[src/common/rph_defines.vh]
// Behaviour
// RULE1 - Packet handling only while operating mode is 10 or 11.
// RULE2 - Format select 0 picks fixed length packets, 1 picks variable length.
// RULE3 - Fixed length is the length field, capped at queue size.
// RULE4 - Fixed packet: preamble, start pattern, optional address, data, optional CRC.
// RULE5 - Preamble, start pattern and CRC added on send, stripped on receive.
// RULE6 - Variable packet: preamble, start pattern, length, optional address, data, CRC. Code sends and checks the CRC only when check_enable_bit is set.
// RULE7 - Variable packet: first queued byte counts the remaining payload.
// RULE8 - Length byte above the length field discards the packet.
// RULE9 - Normal variable payload with length byte fits the queue.
// RULE10 - Variable format with length field 65 to 127 is extended.
// RULE11 - Preamble field 10 sends three bytes, 11 sends four.
// RULE12 - CRC runs when enabled; writing one clears the CRC status bit.
// RULE13 - Queue depth field 11 selects a 64 byte queue.
// RULE14 - Effective threshold is field plus one: 31 gives 32.
// RULE15 - Pin B receive map 11 shows count at or above threshold.
// RULE16 - Pin B receive mapping 00 shows the CRC pass event.
// RULE17 - Pin A transmit map 0 sends once count reaches threshold.
// RULE18 - With that mapping pin A shows count at or below threshold.
// RULE19 - Underrun ends sending early; writes to a full queue are lost.
// RULE20 - Received bytes reaching a full queue are lost.
// RULE21 - Host drains part per threshold event, leaving one byte.
// RULE22 - Host adds at most 64 minus threshold plus one bytes per refill.
// RULE23 - Pin B transmit map 1 shows send finished; host stays one bit.
// RULE24 - With CRC enabled a 16-bit payload checksum follows it.
// RULE25 - Address filter drops packets whose address byte misses.
`ifndef RPH_DEFINES_VH
`define RPH_DEFINES_VH

`define RPH_FIFO_W      8
`define RPH_FIFO_D      64
`define RPH_FIFO_AW     6
`define RPH_DEPTH_STEP  7'h10
`define RPH_EXT_MIN     7'h41
`define RPH_PREAMBLE    8'hAA
`define RPH_CRC_POLY    16'h1021
`define RPH_CRC_INIT    16'hFFFF
`define RPH_RXB_CRC     2'h0
`define RPH_RXB_FULL    2'h1
`define RPH_RXB_RSSI    2'h2
`define RPH_RXB_THR     2'h3
`define RPH_AF_OFF      2'h0
`define RPH_AF_OWN      2'h1
`define RPH_AF_ZERO     2'h2
`define RPH_BCAST_A     8'h00
`define RPH_BCAST_B     8'hFF

`endif

[src/rph_packet_handler.v]
`timescale 1ns/100ps
`default_nettype none
`include "rph_defines.vh"

// ****************************************
// Payload queue
// ****************************************
module rph_fifo #(
    parameter WIDTH = 8,
    parameter DEPTH = 64,
    parameter AW    = 6
) (
    input  wire             clk,
    input  wire             rst_n,
    input  wire             clr,
    input  wire             wr_valid,
    input  wire [WIDTH-1:0] wr_data,
    output wire             wr_ready,
    output wire             rd_valid,
    output wire [WIDTH-1:0] rd_data,
    input  wire             rd_ready,
    output wire [AW:0]      count
);
    reg [WIDTH-1:0] mem [0:DEPTH-1];
    reg [AW-1:0]    wp_q;
    reg [AW-1:0]    rp_q;
    reg [AW:0]      cnt_q;
    wire            do_wr;
    wire            do_rd;

    assign wr_ready = (cnt_q != DEPTH);
    assign rd_valid = (cnt_q != {(AW+1){1'b0}});
    assign rd_data  = mem[rp_q];
    assign count    = cnt_q;
    assign do_wr    = wr_valid & wr_ready;
    assign do_rd    = rd_valid & rd_ready;

    always @(posedge clk) begin
        if (do_wr & ~clr) begin
            mem[wp_q] <= wr_data;
        end
    end

    always @(posedge clk or negedge rst_n) begin
        if (!rst_n) begin
            wp_q  <= {AW{1'b0}};
            rp_q  <= {AW{1'b0}};
            cnt_q <= {(AW+1){1'b0}};
        end else if (clr) begin
            wp_q  <= {AW{1'b0}};
            rp_q  <= {AW{1'b0}};
            cnt_q <= {(AW+1){1'b0}};
        end else begin
            if (do_wr) begin
                wp_q <= wp_q + {{(AW-1){1'b0}}, 1'b1};
            end
            if (do_rd) begin
                rp_q <= rp_q + {{(AW-1){1'b0}}, 1'b1};
            end
            if (do_wr & ~do_rd) begin
                cnt_q <= cnt_q + {{AW{1'b0}}, 1'b1};
            end else if (do_rd & ~do_wr) begin
                cnt_q <= cnt_q - {{AW{1'b0}}, 1'b1};
            end
        end
    end
endmodule // rph_fifo

// ****************************************
// Packet handler
// ****************************************
module rph_packet_handler (
    input  wire        clk,
    input  wire        rst_n,
    input  wire [1:0]  operating_mode_field,
    input  wire        tx_mode,
    input  wire        packet_format_select,
    input  wire [6:0]  packet_length_field,
    input  wire [1:0]  preamble_length_field,
    input  wire [1:0]  start_pattern_length,
    input  wire [31:0] start_pattern,
    input  wire        check_enable_bit,
    input  wire        check_status_clear,
    output reg         check_status_bit,
    input  wire [1:0]  address_filter_select,
    input  wire [7:0]  own_node_address,
    input  wire [1:0]  queue_depth_field,
    input  wire [5:0]  queue_threshold_field,
    input  wire [1:0]  rx_pin_b_mapping,
    input  wire        tx_pin_a_mapping,
    input  wire        tx_pin_b_mapping,
    input  wire        rssi_event,
    input  wire        host_wr_valid,
    input  wire [7:0]  host_wr_data,
    output wire        host_wr_ready,
    output wire        host_rd_valid,
    output wire [7:0]  host_rd_data,
    input  wire        host_rd_ready,
    output reg  [7:0]  tx_byte_data,
    output reg         tx_byte_valid,
    input  wire        tx_byte_ready,
    input  wire        rx_start,
    input  wire [7:0]  rx_byte_data,
    input  wire        rx_byte_valid,
    output reg         data_lost,
    output reg         tx_stop,
    output reg         interrupt_pin_a,
    output reg         interrupt_pin_b
);
    localparam [2:0] R_IDLE = 3'h0;
    localparam [2:0] R_LEN  = 3'h1;
    localparam [2:0] R_PAY  = 3'h2;
    localparam [2:0] R_CRCH = 3'h3;
    localparam [2:0] R_CRCL = 3'h4;

    localparam [2:0] T_IDLE = 3'h0;
    localparam [2:0] T_PRE  = 3'h1;
    localparam [2:0] T_SYNC = 3'h2;
    localparam [2:0] T_PAY  = 3'h3;
    localparam [2:0] T_CRCH = 3'h4;
    localparam [2:0] T_CRCL = 3'h5;
    localparam [2:0] T_END  = 3'h6;

    function [15:0] crc_next;
        input [15:0] c;
        input [7:0]  d;
        integer      i;
        reg   [15:0] r;
        begin
            r = c;
            for (i = 7; i >= 0; i = i - 1) begin
                r = {r[14:0], 1'b0} ^ ((r[15] ^ d[i]) ? `RPH_CRC_POLY : 16'h0000);
            end
            crc_next = r;
        end
    endfunction

    function addr_ok;
        input [1:0] sel;
        input [7:0] a;
        input [7:0] own;
        begin
            case (sel)
                `RPH_AF_OFF:  addr_ok = 1'b1;
                `RPH_AF_OWN:  addr_ok = (a == own);
                `RPH_AF_ZERO: addr_ok = (a == own) | (a == `RPH_BCAST_A);
                default:      addr_ok = (a == own) | (a == `RPH_BCAST_A) | (a == `RPH_BCAST_B);
            endcase
        end
    endfunction

    // ****************************************
    // Configuration decode
    // ****************************************
    wire       pkt_on = operating_mode_field[1]; // RULE1
    wire [6:0] lim    = {1'b0, queue_depth_field, 4'h0} + `RPH_DEPTH_STEP; // RULE13
    wire [6:0] thr    = {1'b0, queue_threshold_field} + 7'h01; // RULE14
    wire [6:0] fixlen = (packet_length_field > lim) ? lim : packet_length_field; // RULE3
    wire       ext    = packet_format_select & (packet_length_field >= `RPH_EXT_MIN); // RULE10
    wire       tx_on  = pkt_on & tx_mode;
    wire       rx_on  = pkt_on & ~tx_mode;

    // ****************************************
    // Queue sharing between directions
    // ****************************************
    wire       f_wr_valid;
    wire [7:0] f_wr_data;
    wire       f_wr_ready;
    wire       f_rd_valid;
    wire [7:0] f_rd_data;
    wire       f_rd_ready;
    wire [6:0] f_cnt;
    wire       room;
    wire       rx_push;
    reg        rx_clr;
    wire       tx_pop;

    assign room          = f_wr_ready & (f_cnt < lim);
    assign f_wr_valid    = tx_mode ? host_wr_valid & pkt_on : rx_push;
    assign f_wr_data     = tx_mode ? host_wr_data : rx_byte_data;
    assign host_wr_ready = tx_on & room; // RULE1
    assign f_rd_ready    = tx_mode ? tx_pop : host_rd_ready;
    assign host_rd_valid = ~tx_mode & f_rd_valid;
    assign host_rd_data  = f_rd_data;

    rph_fifo #(
        .WIDTH (`RPH_FIFO_W),
        .DEPTH (`RPH_FIFO_D),
        .AW    (`RPH_FIFO_AW)
    ) u_fifo (
        .clk      (clk),
        .rst_n    (rst_n),
        .clr      (rx_clr),
        .wr_valid (f_wr_valid & room),
        .wr_data  (f_wr_data),
        .wr_ready (f_wr_ready),
        .rd_valid (f_rd_valid),
        .rd_data  (f_rd_data),
        .rd_ready (f_rd_ready),
        .count    (f_cnt)
    );

    // ****************************************
    // Receive engine
    // ****************************************
    reg  [2:0]  rs_q;
    reg  [7:0]  rrem_q;
    reg  [15:0] rcrc_q;
    reg  [7:0]  rcrch_q;
    reg         rfirst_q;
    reg         crc_ok_q;
    reg         dat_rdy_q;
    reg         rx_ok_set;
    wire        rbyte    = rx_on & rx_byte_valid;
    wire        len_bad  = (rx_byte_data > {1'b0, packet_length_field}) |
                           (~ext & ({1'b0, rx_byte_data} + 9'h001 > {2'b00, lim})); // RULE8 RULE9
    wire        addr_bad = rfirst_q & ~addr_ok(address_filter_select, rx_byte_data,
                                               own_node_address); // RULE25
    wire        last_rd  = host_rd_valid & host_rd_ready & (f_cnt == 7'h01);

    assign rx_push = rbyte & (((rs_q == R_LEN) & ~len_bad) | ((rs_q == R_PAY) & ~addr_bad)); // RULE5

    always @(posedge clk or negedge rst_n) begin
        if (!rst_n) begin
            rs_q      <= R_IDLE;
            rrem_q    <= 8'h00;
            rcrc_q    <= `RPH_CRC_INIT;
            rcrch_q   <= 8'h00;
            rfirst_q  <= 1'b0;
            crc_ok_q  <= 1'b0;
            dat_rdy_q <= 1'b0;
            rx_clr    <= 1'b0;
            rx_ok_set <= 1'b0;
        end else begin
            rx_clr    <= 1'b0;
            rx_ok_set <= 1'b0;
            if (last_rd) begin
                crc_ok_q  <= 1'b0;
                dat_rdy_q <= 1'b0;
            end
            if (!rx_on) begin
                rs_q <= R_IDLE;
            end else if (rx_start) begin
                crc_ok_q  <= 1'b0;
                dat_rdy_q <= 1'b0;
                rcrc_q    <= `RPH_CRC_INIT;
                rfirst_q  <= 1'b1;
                rrem_q    <= {1'b0, fixlen};
                rs_q      <= packet_format_select ? R_LEN : R_PAY; // RULE2
            end else if (rbyte) begin
                case (rs_q)
                    R_LEN: begin
                        if (len_bad) begin
                            rs_q <= R_IDLE;
                        end else begin
                            rcrc_q <= crc_next(rcrc_q, rx_byte_data); // RULE7
                            rrem_q <= rx_byte_data;
                            if (rx_byte_data == 8'h00) begin
                                rs_q      <= check_enable_bit ? R_CRCH : R_IDLE;
                                dat_rdy_q <= ~check_enable_bit;
                            end else begin
                                rs_q <= R_PAY;
                            end
                        end
                    end
                    R_PAY: begin
                        rfirst_q <= 1'b0;
                        if (addr_bad) begin
                            rx_clr <= 1'b1;
                            rs_q   <= R_IDLE;
                        end else begin
                            rcrc_q <= crc_next(rcrc_q, rx_byte_data);
                            rrem_q <= rrem_q - 8'h01;
                            if (rrem_q == 8'h01) begin
                                rs_q      <= check_enable_bit ? R_CRCH : R_IDLE; // RULE12
                                dat_rdy_q <= ~check_enable_bit;
                            end
                        end
                    end
                    R_CRCH: begin
                        rcrch_q <= rx_byte_data;
                        rs_q    <= R_CRCL;
                    end
                    R_CRCL: begin
                        rs_q <= R_IDLE;
                        if ({rcrch_q, rx_byte_data} == rcrc_q) begin
                            crc_ok_q  <= 1'b1;
                            dat_rdy_q <= 1'b1;
                            rx_ok_set <= 1'b1;
                        end else begin
                            rx_clr <= 1'b1;
                        end
                    end
                    default: begin
                        rs_q <= R_IDLE;
                    end
                endcase
            end
        end
    end

    // Set wins over a write-one clear in the same cycle
    always @(posedge clk or negedge rst_n) begin
        if (!rst_n) begin
            check_status_bit <= 1'b0;
        end else if (rx_ok_set) begin
            check_status_bit <= 1'b1;
        end else if (check_status_clear) begin
            check_status_bit <= 1'b0; // RULE12
        end
    end

    // ****************************************
    // Transmit engine
    // ****************************************
    reg  [2:0]  ts_q;
    reg  [1:0]  tk_q;
    reg  [7:0]  trem_q;
    reg  [15:0] tcrc_q;
    reg         tfirst_q;
    reg         tunder_q;
    wire        adv   = ~tx_byte_valid | tx_byte_ready;
    wire        go    = tx_pin_a_mapping ? (f_cnt != 7'h00) : (f_cnt >= thr); // RULE17
    wire        tlast = (tfirst_q & packet_format_select) ? (f_rd_data == 8'h00)
                                                          : (trem_q == 8'h01);
    wire [15:0] tcrc_n = crc_next(tcrc_q, f_rd_data);

    assign tx_pop = tx_on & (ts_q == T_PAY) & adv & f_rd_valid;

    always @(posedge clk or negedge rst_n) begin
        if (!rst_n) begin
            ts_q          <= T_IDLE;
            tk_q          <= 2'h0;
            trem_q        <= 8'h00;
            tcrc_q        <= `RPH_CRC_INIT;
            tfirst_q      <= 1'b0;
            tunder_q      <= 1'b0;
            tx_byte_data  <= 8'h00;
            tx_byte_valid <= 1'b0;
            tx_stop       <= 1'b0;
        end else begin
            tunder_q <= 1'b0;
            if (adv) begin
                tx_byte_valid <= 1'b0;
            end
            if (!tx_on) begin
                ts_q          <= T_IDLE;
                tx_stop       <= 1'b0;
                tx_byte_valid <= 1'b0;
            end else if (adv) begin
                case (ts_q)
                    T_IDLE: begin
                        if (go & ~tx_stop) begin
                            ts_q   <= T_PRE;
                            tk_q   <= preamble_length_field; // RULE11
                            tcrc_q <= `RPH_CRC_INIT;
                        end
                    end
                    T_PRE: begin
                        tx_byte_data  <= `RPH_PREAMBLE; // RULE4 RULE6
                        tx_byte_valid <= 1'b1;
                        tk_q          <= tk_q - 2'h1;
                        if (tk_q == 2'h0) begin
                            ts_q <= T_SYNC;
                            tk_q <= start_pattern_length;
                        end
                    end
                    T_SYNC: begin
                        tx_byte_data  <= start_pattern[{tk_q, 3'h0} +: 8];
                        tx_byte_valid <= 1'b1;
                        tk_q          <= tk_q - 2'h1;
                        if (tk_q == 2'h0) begin
                            ts_q     <= T_PAY;
                            tfirst_q <= 1'b1;
                            trem_q   <= {1'b0, fixlen};
                        end
                    end
                    T_PAY: begin
                        if (!f_rd_valid) begin
                            tunder_q <= 1'b1;
                            ts_q     <= T_END; // RULE19
                        end else begin
                            tx_byte_data  <= f_rd_data;
                            tx_byte_valid <= 1'b1;
                            tcrc_q        <= tcrc_n;
                            tfirst_q      <= 1'b0;
                            if (tfirst_q & packet_format_select) begin
                                trem_q <= f_rd_data; // RULE7
                            end else begin
                                trem_q <= trem_q - 8'h01;
                            end
                            if (tlast) begin
                                ts_q <= check_enable_bit ? T_CRCH : T_END;
                            end
                        end
                    end
                    T_CRCH: begin
                        tx_byte_data  <= tcrc_q[15:8]; // RULE24
                        tx_byte_valid <= 1'b1;
                        ts_q          <= T_CRCL;
                    end
                    T_CRCL: begin
                        tx_byte_data  <= tcrc_q[7:0];
                        tx_byte_valid <= 1'b1;
                        ts_q          <= T_END;
                    end
                    T_END: begin
                        tx_stop <= 1'b1; // RULE23
                        ts_q    <= T_IDLE;
                    end
                    default: begin
                        ts_q <= T_IDLE;
                    end
                endcase
            end
        end
    end

    // ****************************************
    // Loss report and interrupt pins
    // ****************************************
    always @(posedge clk or negedge rst_n) begin
        if (!rst_n) begin
            data_lost <= 1'b0;
        end else begin
            data_lost <= tunder_q | (tx_mode & host_wr_valid & ~room) |
                         (rx_push & ~room); // RULE19 RULE20
        end
    end

    always @(posedge clk or negedge rst_n) begin
        if (!rst_n) begin
            interrupt_pin_a <= 1'b0;
            interrupt_pin_b <= 1'b0;
        end else if (!pkt_on) begin
            interrupt_pin_a <= 1'b0;
            interrupt_pin_b <= 1'b0;
        end else if (tx_mode) begin
            interrupt_pin_a <= tx_pin_a_mapping ? (f_cnt != 7'h00) : (f_cnt <= thr); // RULE18
            interrupt_pin_b <= tx_pin_b_mapping ? tx_stop : (f_cnt >= lim);
        end else begin
            interrupt_pin_a <= dat_rdy_q;
            case (rx_pin_b_mapping)
                `RPH_RXB_CRC:  interrupt_pin_b <= crc_ok_q; // RULE16
                `RPH_RXB_FULL: interrupt_pin_b <= (f_cnt >= lim);
                `RPH_RXB_RSSI: interrupt_pin_b <= rssi_event;
                default:       interrupt_pin_b <= (f_cnt >= thr); // RULE15
            endcase
        end
    end
endmodule // rph_packet_handler
`default_nettype wire

[config.mk]
export PLATFORM = sky130hd
export DESIGN_NAME = rph_packet_handler
export DESIGN_NICKNAME = d
export VERILOG_FILES = /design/src/rph_packet_handler.v
export VERILOG_INCLUDE_DIRS = /design/src /design/src/common
export SDC_FILE = /design/constraint.sdc
export NUM_CORES = 1
export LEC_CHECK = 0
export ABC_AREA = 1
export BUFFER_PORTS_ARGS = -buffer_cell sky130_fd_sc_hd__buf_2
export CORE_MARGIN = 5
export CORE_UTILIZATION = 38
export CTS_CLUSTER_DIAMETER = 150
export CTS_CLUSTER_SIZE = 16
export DETAILED_ROUTE_END_ITERATION = 12
export PLACE_DENSITY = 0.57
export SYNTH_ARGS = -nofsm -noshare
export SYNTH_HDL_FRONTEND = slang
export SYNTH_SLANG_ARGS = --single-unit
[constraint.sdc]
create_clock -name clk -period 2.9 [get_ports clk]
set_clock_uncertainty 0.15 [all_clocks]
set_input_delay 0 -clock clk [delete_from_list [all_inputs] [get_ports clk]]
set_output_delay 0 -clock clk [all_outputs]
set_load 0.05 [all_outputs]
==> flow_summary.rst, run 1 <==
.. list-table::
   :header-rows: 1

   * - Metric
     - Value
   * - Outcome
     - complete, but fails checks
   * - Failing checks
     - setup timing
   * - Pre-Repair DR Iteration Count
     - 6
   * - Total of endpoints with negative setup slack in the final report
     - 6
   * - Kind of launch point of the worst setup path
     - register
   * - Latest clock arrival within the worst-skew pair
     - 0.61 ns
   * - Number of different library cells in the post-synthesis netlist
     - 52
   * - Final Instance Area
     - 0.0369 sq mm
   * - Final antenna-violating net count
     - 0
   * - Count of vias placed by the detailed router
     - 23072
   * - Dpl cell area
     - 0.0333 sq mm
   * - Top fanout value on the critical path
     - 17
   * - Number of enable flip-flop cells after synthesis
     - 512
   * - Drc violations
     - 0
   * - Most frequent cells in the layout
     - nand2_1 (709), edfxtp_1 (512), nor2_1 (308), nand3_1 (271), buf_4 (235)
   * - Global-route wire length before repair
     - 135000 um
   * - Filler-free cell count of the finished design
     - 4478
   * - Final cycle utilization of the critical path
     - 101%
   * - Dominant register cell in the synthesized netlist
     - edfxtp_1
   * - Total count of hold-check failures in the final report
     - 0
   * - Horizontal die dimension
     - 287 um
   * - Slew at the pin with the worst max-slew slack
     - 0.861 ns
   * - Final weighted congestion of routability-driven global placement
     - 0.870
   * - Routed wire length
     - 90700 um
   * - Maximum Capacitance Violations
     - 0
   * - Relative area change from synthesis to final layout
     - 26.4%
   * - Share of post-route cells with drive strength above 1
     - 23.1%
   * - Final slew viol count
     - 0
   * - Share of synthesized area occupied by flip-flops and latches
     - 61.7%
   * - Violation count after the first detailed-routing iteration
     - 2208
   * - Number of inserted diodes
     - 0
   * - Worst rel slew slack
     - 42.5%
   * - Root buf cell
     - clkbuf_16
   * - CTS clk-pin slew, worst paths
     - 0.07 ns
   * - Overflow left after global routing
     - 0
   * - Final hold slack
     - 0.0107 ns
   * - Share of flip-flops with an asynchronous set or reset after synthesis
     - 16.9%
   * - Average via count per standard cell
     - 5.15
   * - Dpl cells
     - 4281
   * - FILL cells
     - 7025
   * - Die ar.
     - 0.0825 sq mm
   * - Vertical extent of the die
     - 287 um
   * - Antenna violations before repair
     - 0
   * - Crit path setup slack, layout
     - -0.0398 ns
   * - Post-synthesis cell count
     - 2997
   * - Clk buf depth
     - 3
   * - Via count of the first global-routing pass
     - 22414
   * - I/O Buffers
     - 117
   * - Yosys Warn Count
     - 0
   * - Power density over the cells
     - 885 mW/mm^2
   * - Min-delay worst type
     - in2reg
   * - Cell area after technology mapping
     - 0.0292 sq mm
   * - Core footprint
     - 0.0761 sq mm
   * - RSZ-0062 raised after global routing
     - yes
   * - Utilization of the core after routing
     - 48.6%
   * - Total I/O pin count
     - 119
   * - Achievable frequency
     - 0.340 GHz
   * - Required @ worst endpoint
     - 2.75 ns
   * - Register bit count reported by yosys
     - 616
   * - Type of element capturing the critical path
     - output pin
   * - Num Clock Sinks
     - 616
   * - Final critical delay including setup and external delays
     - 2.94 ns
   * - CP arrival
     - 2.79 ns
   * - Total leakage power
     - 0.0147 uW
   * - Global-route usage over all layers
     - 21.2%
   * - Worst-case vdd ir drop
     - 0.525 mV
   * - Avg Cell Area, Syn
     - 9.75 sq um
   * - Per-cell routed wire length
     - 20.3 um
   * - Post-DP HPWL
     - 57300 um
   * - Starting Density
     - 38.4%
   * - Syn_nets
     - 3130
   * - Layout Nets
     - 3545
   * - Leading cell type in the layout, fill and taps excluded
     - nand2_1
   * - TritonCTS buffer count
     - 44
   * - Critical path class
     - reg2out
   * - Clock tree from TritonCTS
     - done
   * - Row count
     - 101
   * - Number of levels the H-tree was split into
     - 2
   * - Maximum number of pins on one net before global-route repair
     - 105
final cells by class:
cell class	instances	area, sq um	share of cell area (%)
Sequential cell	616	18000	48.8
Multi-Input combinational cell	2025	10700	29.1
Timing Repair Buffer	505	4680	12.7
Tap cell	1030	1290	3.49
Clock buffer	78	1230	3.33
Inverter	218	867	2.35
Clock inverter	4	75.1	0.203
Timing Repair inverter	2	28.8	0.0779
cells by family after synthesis:
| logic type | count (synthesis) | share of synthesized area (%) |
|---|---|---|
| flip-flops | 616 | 61.7 |
| buffers and inverters | 356 | 5.31 |
| XOR/XNOR | 50 | 1.50 |
| AND/OR/NAND/NOR | 1550 | 22.5 |
| adder cells (fa/ha/maj) | 38 | 1.63 |
| AO/OA/AOI/OAI | 387 | 7.43 |
synth_stat cells (22+ instances only):
master | count | share of area, %
edfxtp_1 | 512 | 53
nor2_1 | 391 | 5.0
xnor2_1 | 35 | 1.0
nand2_1 | 758 | 9.7
nand3_1 | 305 | 5.2
inv_1 | 202 | 2.6
dfrtp_1 | 72 | 6.2
clkbuf_1 | 45 | 0.58
ha_1 | 38 | 1.6
buf_2 | 61 | 1.0
o21ai_0 | 198 | 3.4
o211ai_1 | 22 | 0.57
nor3_1 | 25 | 0.43
dfstp_2 | 32 | 2.9
a21oi_1 | 80 | 1.4
worst max-delay path: stages (launching register included):
cell and delay (ns):
dfrtp_4 0.54, buf_12 0.17, buf_16 0.15, or2_2 0.32
o21ai_2 0.08, a21oi_2 0.07, nor2_2 0.18, nand2_1 0.09
nand3_2 0.07, buf_6 0.15, nand2_4 0.07, buf_6 0.13
buf_8 0.14
what timing repair did:
| action | 4_1_cts | 5_1_grt |
|---|---|---|
| pin swaps | 29 | 64 |
| setup endpoints to repair | 8 | 471 |
| cloned | 9 | 2 |
| setup buffers | 16 | 12 |
| gates resized for setup | 92 | 202 |
| hold buffers | 78 | 0 |
| hold endpoints to repair | 433 | 0 |
power by group:
group | internal [uW] | leakage [uW] | total, uW | switching, uW
sequential | 10100 | 0.00589 | 10500 | 434
combinational | 6240 | 0.00815 | 16100 | 9870
clock | 2920 | 0.000615 | 6050 | 3140
total | 19300 | 0.0147 | 32700 | 13400
stage by stage:
stage / setup TNS [ns] / setup WS [ns] / total power [uW]
after floorplan: -380.05 / -0.883 / 18600
after global placement: -122.74 / -0.355 / 23600
after detailed placement: -108.11 / -0.330 / 23700
after CTS: -0.500 / -0.0753 / 31300
after global routing: -1.94 / -0.125 / 34400
final: -0.128 / -0.0398 / 32700
sequential cells by signal (all words and copies together) (netlist names), 7 cells and up:
register,cells
rcrc_q,16
rcrch_q,8
rrem_q,8
tcrc_q,16
trem_q,8
tx_byte_data,8
u_fifo.count,7
u_fifo.mem,512
path summary, 6_finish.rpt:
path                       slack [ns]            start  depth (start not counted)                 to
max reg2reg                         0   u_fifo.rp_q[0]                         19          tcrc_q[6]
max in group asynchronous        1.57            rst_n                          4     u_fifo.rp_q[1]
min in group asynchronous        0.42            rst_n                          4    tx_byte_data[2]
min                              0.01  host_wr_data[5]                          4  u_fifo.mem[44][5]
min reg2reg                      0.29        rx_ok_set                          1   check_status_bit
max                             -0.04   u_fifo.rp_q[0]                         12    host_rd_data[2]
per-layer routing:
layer  wire length [um]  track usage [%]  up-vias
met4               2600             6.50        0
met3               5910             2.86      152
met1              39700             29.5    11078
met5                  0                0        -
li1                   -                -    11014
met2              42500             34.8      828
Power figures use the tool's default switching activity.
==> run 2: changes to the inputs <==
--- a/config.mk
+++ b/config.mk
@@ -13,7 +13,7 @@
 export CTS_CLUSTER_DIAMETER = 150
 export CTS_CLUSTER_SIZE = 16
 export DETAILED_ROUTE_END_ITERATION = 12
-export PLACE_DENSITY = 0.57
+export PLACE_DENSITY = 0.65
 export SYNTH_ARGS = -nofsm -noshare
 export SYNTH_HDL_FRONTEND = slang
 export SYNTH_SLANG_ARGS = --single-unit
==> run 2 against run 1 <==
Against the previous run:
- the flow finishes with violations (hold timing, setup timing)
- maximum frequency shrank 0.21%
- global-route usage shrank 0.88 points
- non-clock buffer count shrank 25
- combinational power is essentially flat
- critical path depth grew 1
- critical endpoint unchanged
==> flow_summary.rst, run 2 (synthesis gave the netlist of run 1 again) <==
.. list-table::
   :header-rows: 1

   * - Metric
     - Value
   * - Outcome
     - complete, but fails checks
   * - Failing checks
     - hold timing, setup timing
   * - Clock tree from TritonCTS
     - done
   * - Flip-flop count of the largest register after layout
     - 512 (unchanged)
   * - Core footprint
     - 0.0761 sq mm (unchanged)
   * - Overflow left after global routing
     - 0 (unchanged)
   * - Starting Density
     - 38.4% (unchanged)
   * - Final Instance Area
     - 0.0371 sq mm (+0.57%)
   * - Final critical delay including setup and external delays
     - 2.95 ns (+0.00628 ns)
   * - Antenna violations before repair
     - 0 (unchanged)
   * - RSZ-0062 raised after global routing
     - yes
   * - Final antenna-violating net count
     - 0 (unchanged)
   * - TritonCTS buffer count
     - 44 (unchanged)
   * - Worst rel slew slack
     - 47.6% (+5.2 points)
   * - Violation count after the first detailed-routing iteration
     - 2293 (+3.8%)
   * - Average via count per standard cell
     - 5.27 (+2.3%)
   * - Clk buf depth
     - 3 (unchanged)
   * - Worst-case vdd ir drop
     - 0.595 mV (+13%)
   * - Global-route wire length before repair
     - 131000 um (-2.6%)
   * - Total I/O pin count
     - 119 (unchanged)
   * - Global-route usage over all layers
     - 20.3% (-0.88 points)
   * - Total count of hold-check failures in the final report
     - 2 (+2)
   * - Final hold slack
     - -0.0300 ns (-0.0407 ns)
   * - Top fanout value on the critical path
     - 8 (-9)
   * - Final cycle utilization of the critical path
     - 102% (+0.22 points)
   * - Cells along the critical path
     - buf_12 -> buf_16 -> buf_8 -> nor2_1 -> nor2_1 -> o21ai_0 -> nand3_1 -> nand3_2 -> nand2_1 -> nand3_4 -> nand2_4 -> buf_4 -> buf_6
   * - Critical path class
     - reg2out
   * - Die ar.
     - 0.0825 sq mm (unchanged)
   * - Family with the most delay on the worst path
     - buffers and inverters
   * - Buf/Inv on CP
     - 5 (unchanged)
   * - Drc violations
     - 0 (unchanged)
   * - Slew at the pin with the worst max-slew slack
     - 0.784 ns (-0.0773 ns)
   * - Final weighted congestion of routability-driven global placement
     - 0.897 (+3.2%)
   * - Number of levels the H-tree was split into
     - 2 (unchanged)
   * - Dpl cell area
     - 0.0329 sq mm (-1.1%)
   * - Final slew viol count
     - 0 (unchanged)
   * - Total of endpoints with negative setup slack in the final report
     - 3 (-3)
   * - CP arrival
     - 2.80 ns (about the same)
   * - Power density over the cells
     - 878 mW/mm^2 (-0.82%)
   * - Maximum Capacitance Violations
     - 0 (unchanged)
   * - Layout Nets
     - 3520 (-0.71%)
   * - Utilization of the core after routing
     - 48.8% (+0.28 points)
   * - Critical Path Slowest Stage Cell
     - dfrtp_4
   * - Kind of launch point of the worst setup path
     - register
   * - Min-delay worst type
     - in2reg
   * - Post-DP HPWL
     - 55100 um (-3.8%)
   * - Setup Slack @ Placement
     - -0.364 ns (-0.0340 ns)
   * - Num Clock Sinks
     - 616 (unchanged)
   * - Maximum number of pins on one net before global-route repair
     - 74 (-30%)
   * - Row count
     - 101 (unchanged)
   * - Type of element capturing the critical path
     - output pin
   * - Most frequent cells in the layout
     - nand2_1 (709), edfxtp_1 (512), nor2_1 (288), nand3_1 (262), inv_1 (197)
   * - Horizontal die dimension
     - 287 um (unchanged)
   * - Achievable frequency
     - 0.339 GHz (-0.21%)
   * - Dpl cells
     - 4223 (-1.4%)
   * - Longest individual stage delay on the worst path
     - 0.52 ns (-0.02 ns)
   * - Total leakage power
     - 0.0147 uW (about the same)
   * - Leading cell type in the layout, fill and taps excluded
     - nand2_1
   * - Register with the highest flop count
     - u_fifo.mem
   * - Share of post-route cells with drive strength above 1
     - 22.8% (-0.33 points)
   * - Required @ worst endpoint
     - 2.75 ns (about the same)
   * - CTS clk-pin slew, worst paths
     - 0.08 ns (about the same)
   * - Crit path setup slack, layout
     - -0.0461 ns (-0.00628 ns)
   * - Vertical extent of the die
     - 287 um (unchanged)
   * - Relative area change from synthesis to final layout
     - 27.2%
   * - Via count of the first global-routing pass
     - 22432 (+0.080%)
   * - FILL cells
     - 6820 (-2.9%)
   * - Pre-Repair DR Iteration Count
     - 6 (unchanged)
   * - Biggest registers after layout
     - u_fifo.mem: 512 flops, rcrc_q: 16 flops, tcrc_q: 16 flops
   * - Per-cell routed wire length
     - 20.1 um (-0.78%)
   * - I/O Buffers
     - 117 (unchanged)
   * - Latest clock arrival within the worst-skew pair
     - 0.61 ns (about the same)
   * - Dominant cell type by count on the critical path
     - nor2_1
   * - Filler-free cell count of the finished design
     - 4454 (-0.54%)
   * - Count of vias placed by the detailed router
     - 23481 (+1.8%)
   * - Root buf cell
     - clkbuf_16
   * - Routed wire length
     - 89500 um (-1.3%)
## run 2: cell count changes in the layout (fill, tap and decap cells not counted), sizes merged
cell / before / now
diode: 0 / 1
bufbuf: 2 / 1
clkbuf: 80 / 97
dlygate4sd3: 76 / 86
buf: 424 / 374
dlymetal6s4s: 1 / 0
## run 2: final cells by class
type | instances | area (sq um) | area share [%]
repair inverters | 2 | 28.8 | 0.0775
multi-input cells | 2025 | 10800 | 29.1
flip-flops and latches | 616 | 18000 | 48.5
diodes | 1 | 2.50 | 0.00674
clock buffers | 78 | 1230 | 3.31
repair buffers | 480 | 4840 | 13.0
clock inverters | 4 | 56.3 | 0.152
inverters | 218 | 858 | 2.31
well taps | 1030 | 1290 | 3.47
## run 2: metrics by stage
stage               total power [uW]  setup TNS, ns
finish                         32600        -0.0608
global route                   34200         -0.763
CTS                            30600          -2.54
detailed placement             22900        -117.29
global placement               22800        -112.28
floorplan                      18600        -380.05
## run 2: report_power, final
group	internal [uW]	leakage, uW	total (uW)	switching [uW]
Sequential	10100	0.00589	10600	473
Combinational	6190	0.00816	16100	9890
Clock	2900	0.000607	5960	3060
## run 2: path summary, 6_finish.rpt
path,slack (ns),start,endpoint,cells past startpoint
max,-0.05,u_fifo.rp_q[0],host_rd_data[2],13
min,-0.03,rx_byte_data[0],rcrc_q[12],6
min in group asynchronous,0.45,rst_n,tcrc_q[10],3
max reg2reg,0.03,rcrc_q[6],dat_rdy_q,10
max in group asynchronous,1.73,rst_n,rcrc_q[0],4
min reg2reg,0.31,rx_ok_set,check_status_bit,1
## run 2: layer usage
metal	up-vias	track usage [%]	share of wire, %
met1	11249	27.5	41
li1	10972	-	-
met5	-	0	0
met3	188	2.55	7.5
met2	1072	34.3	48
met4	0	6.48	3.3
## run 2: repair_timing
action | 4_1_cts | 5_1_grt
cloned | 8 | 21
hold endpoints to repair | 484 | 3
pin swaps | 35 | 82
hold buffers | 88 | 3
setup buffers | 13 | 20
gates resized for setup | 124 | 189
setup endpoints to repair | 70 | 519
## run 2: tightest hold or removal path: cells and delay by family
family	cells	cell delay, ns
XOR/XNOR	3	0.40
AO/OA/AOI/OAI	1	0.08
buffers and inverters	2	0.24
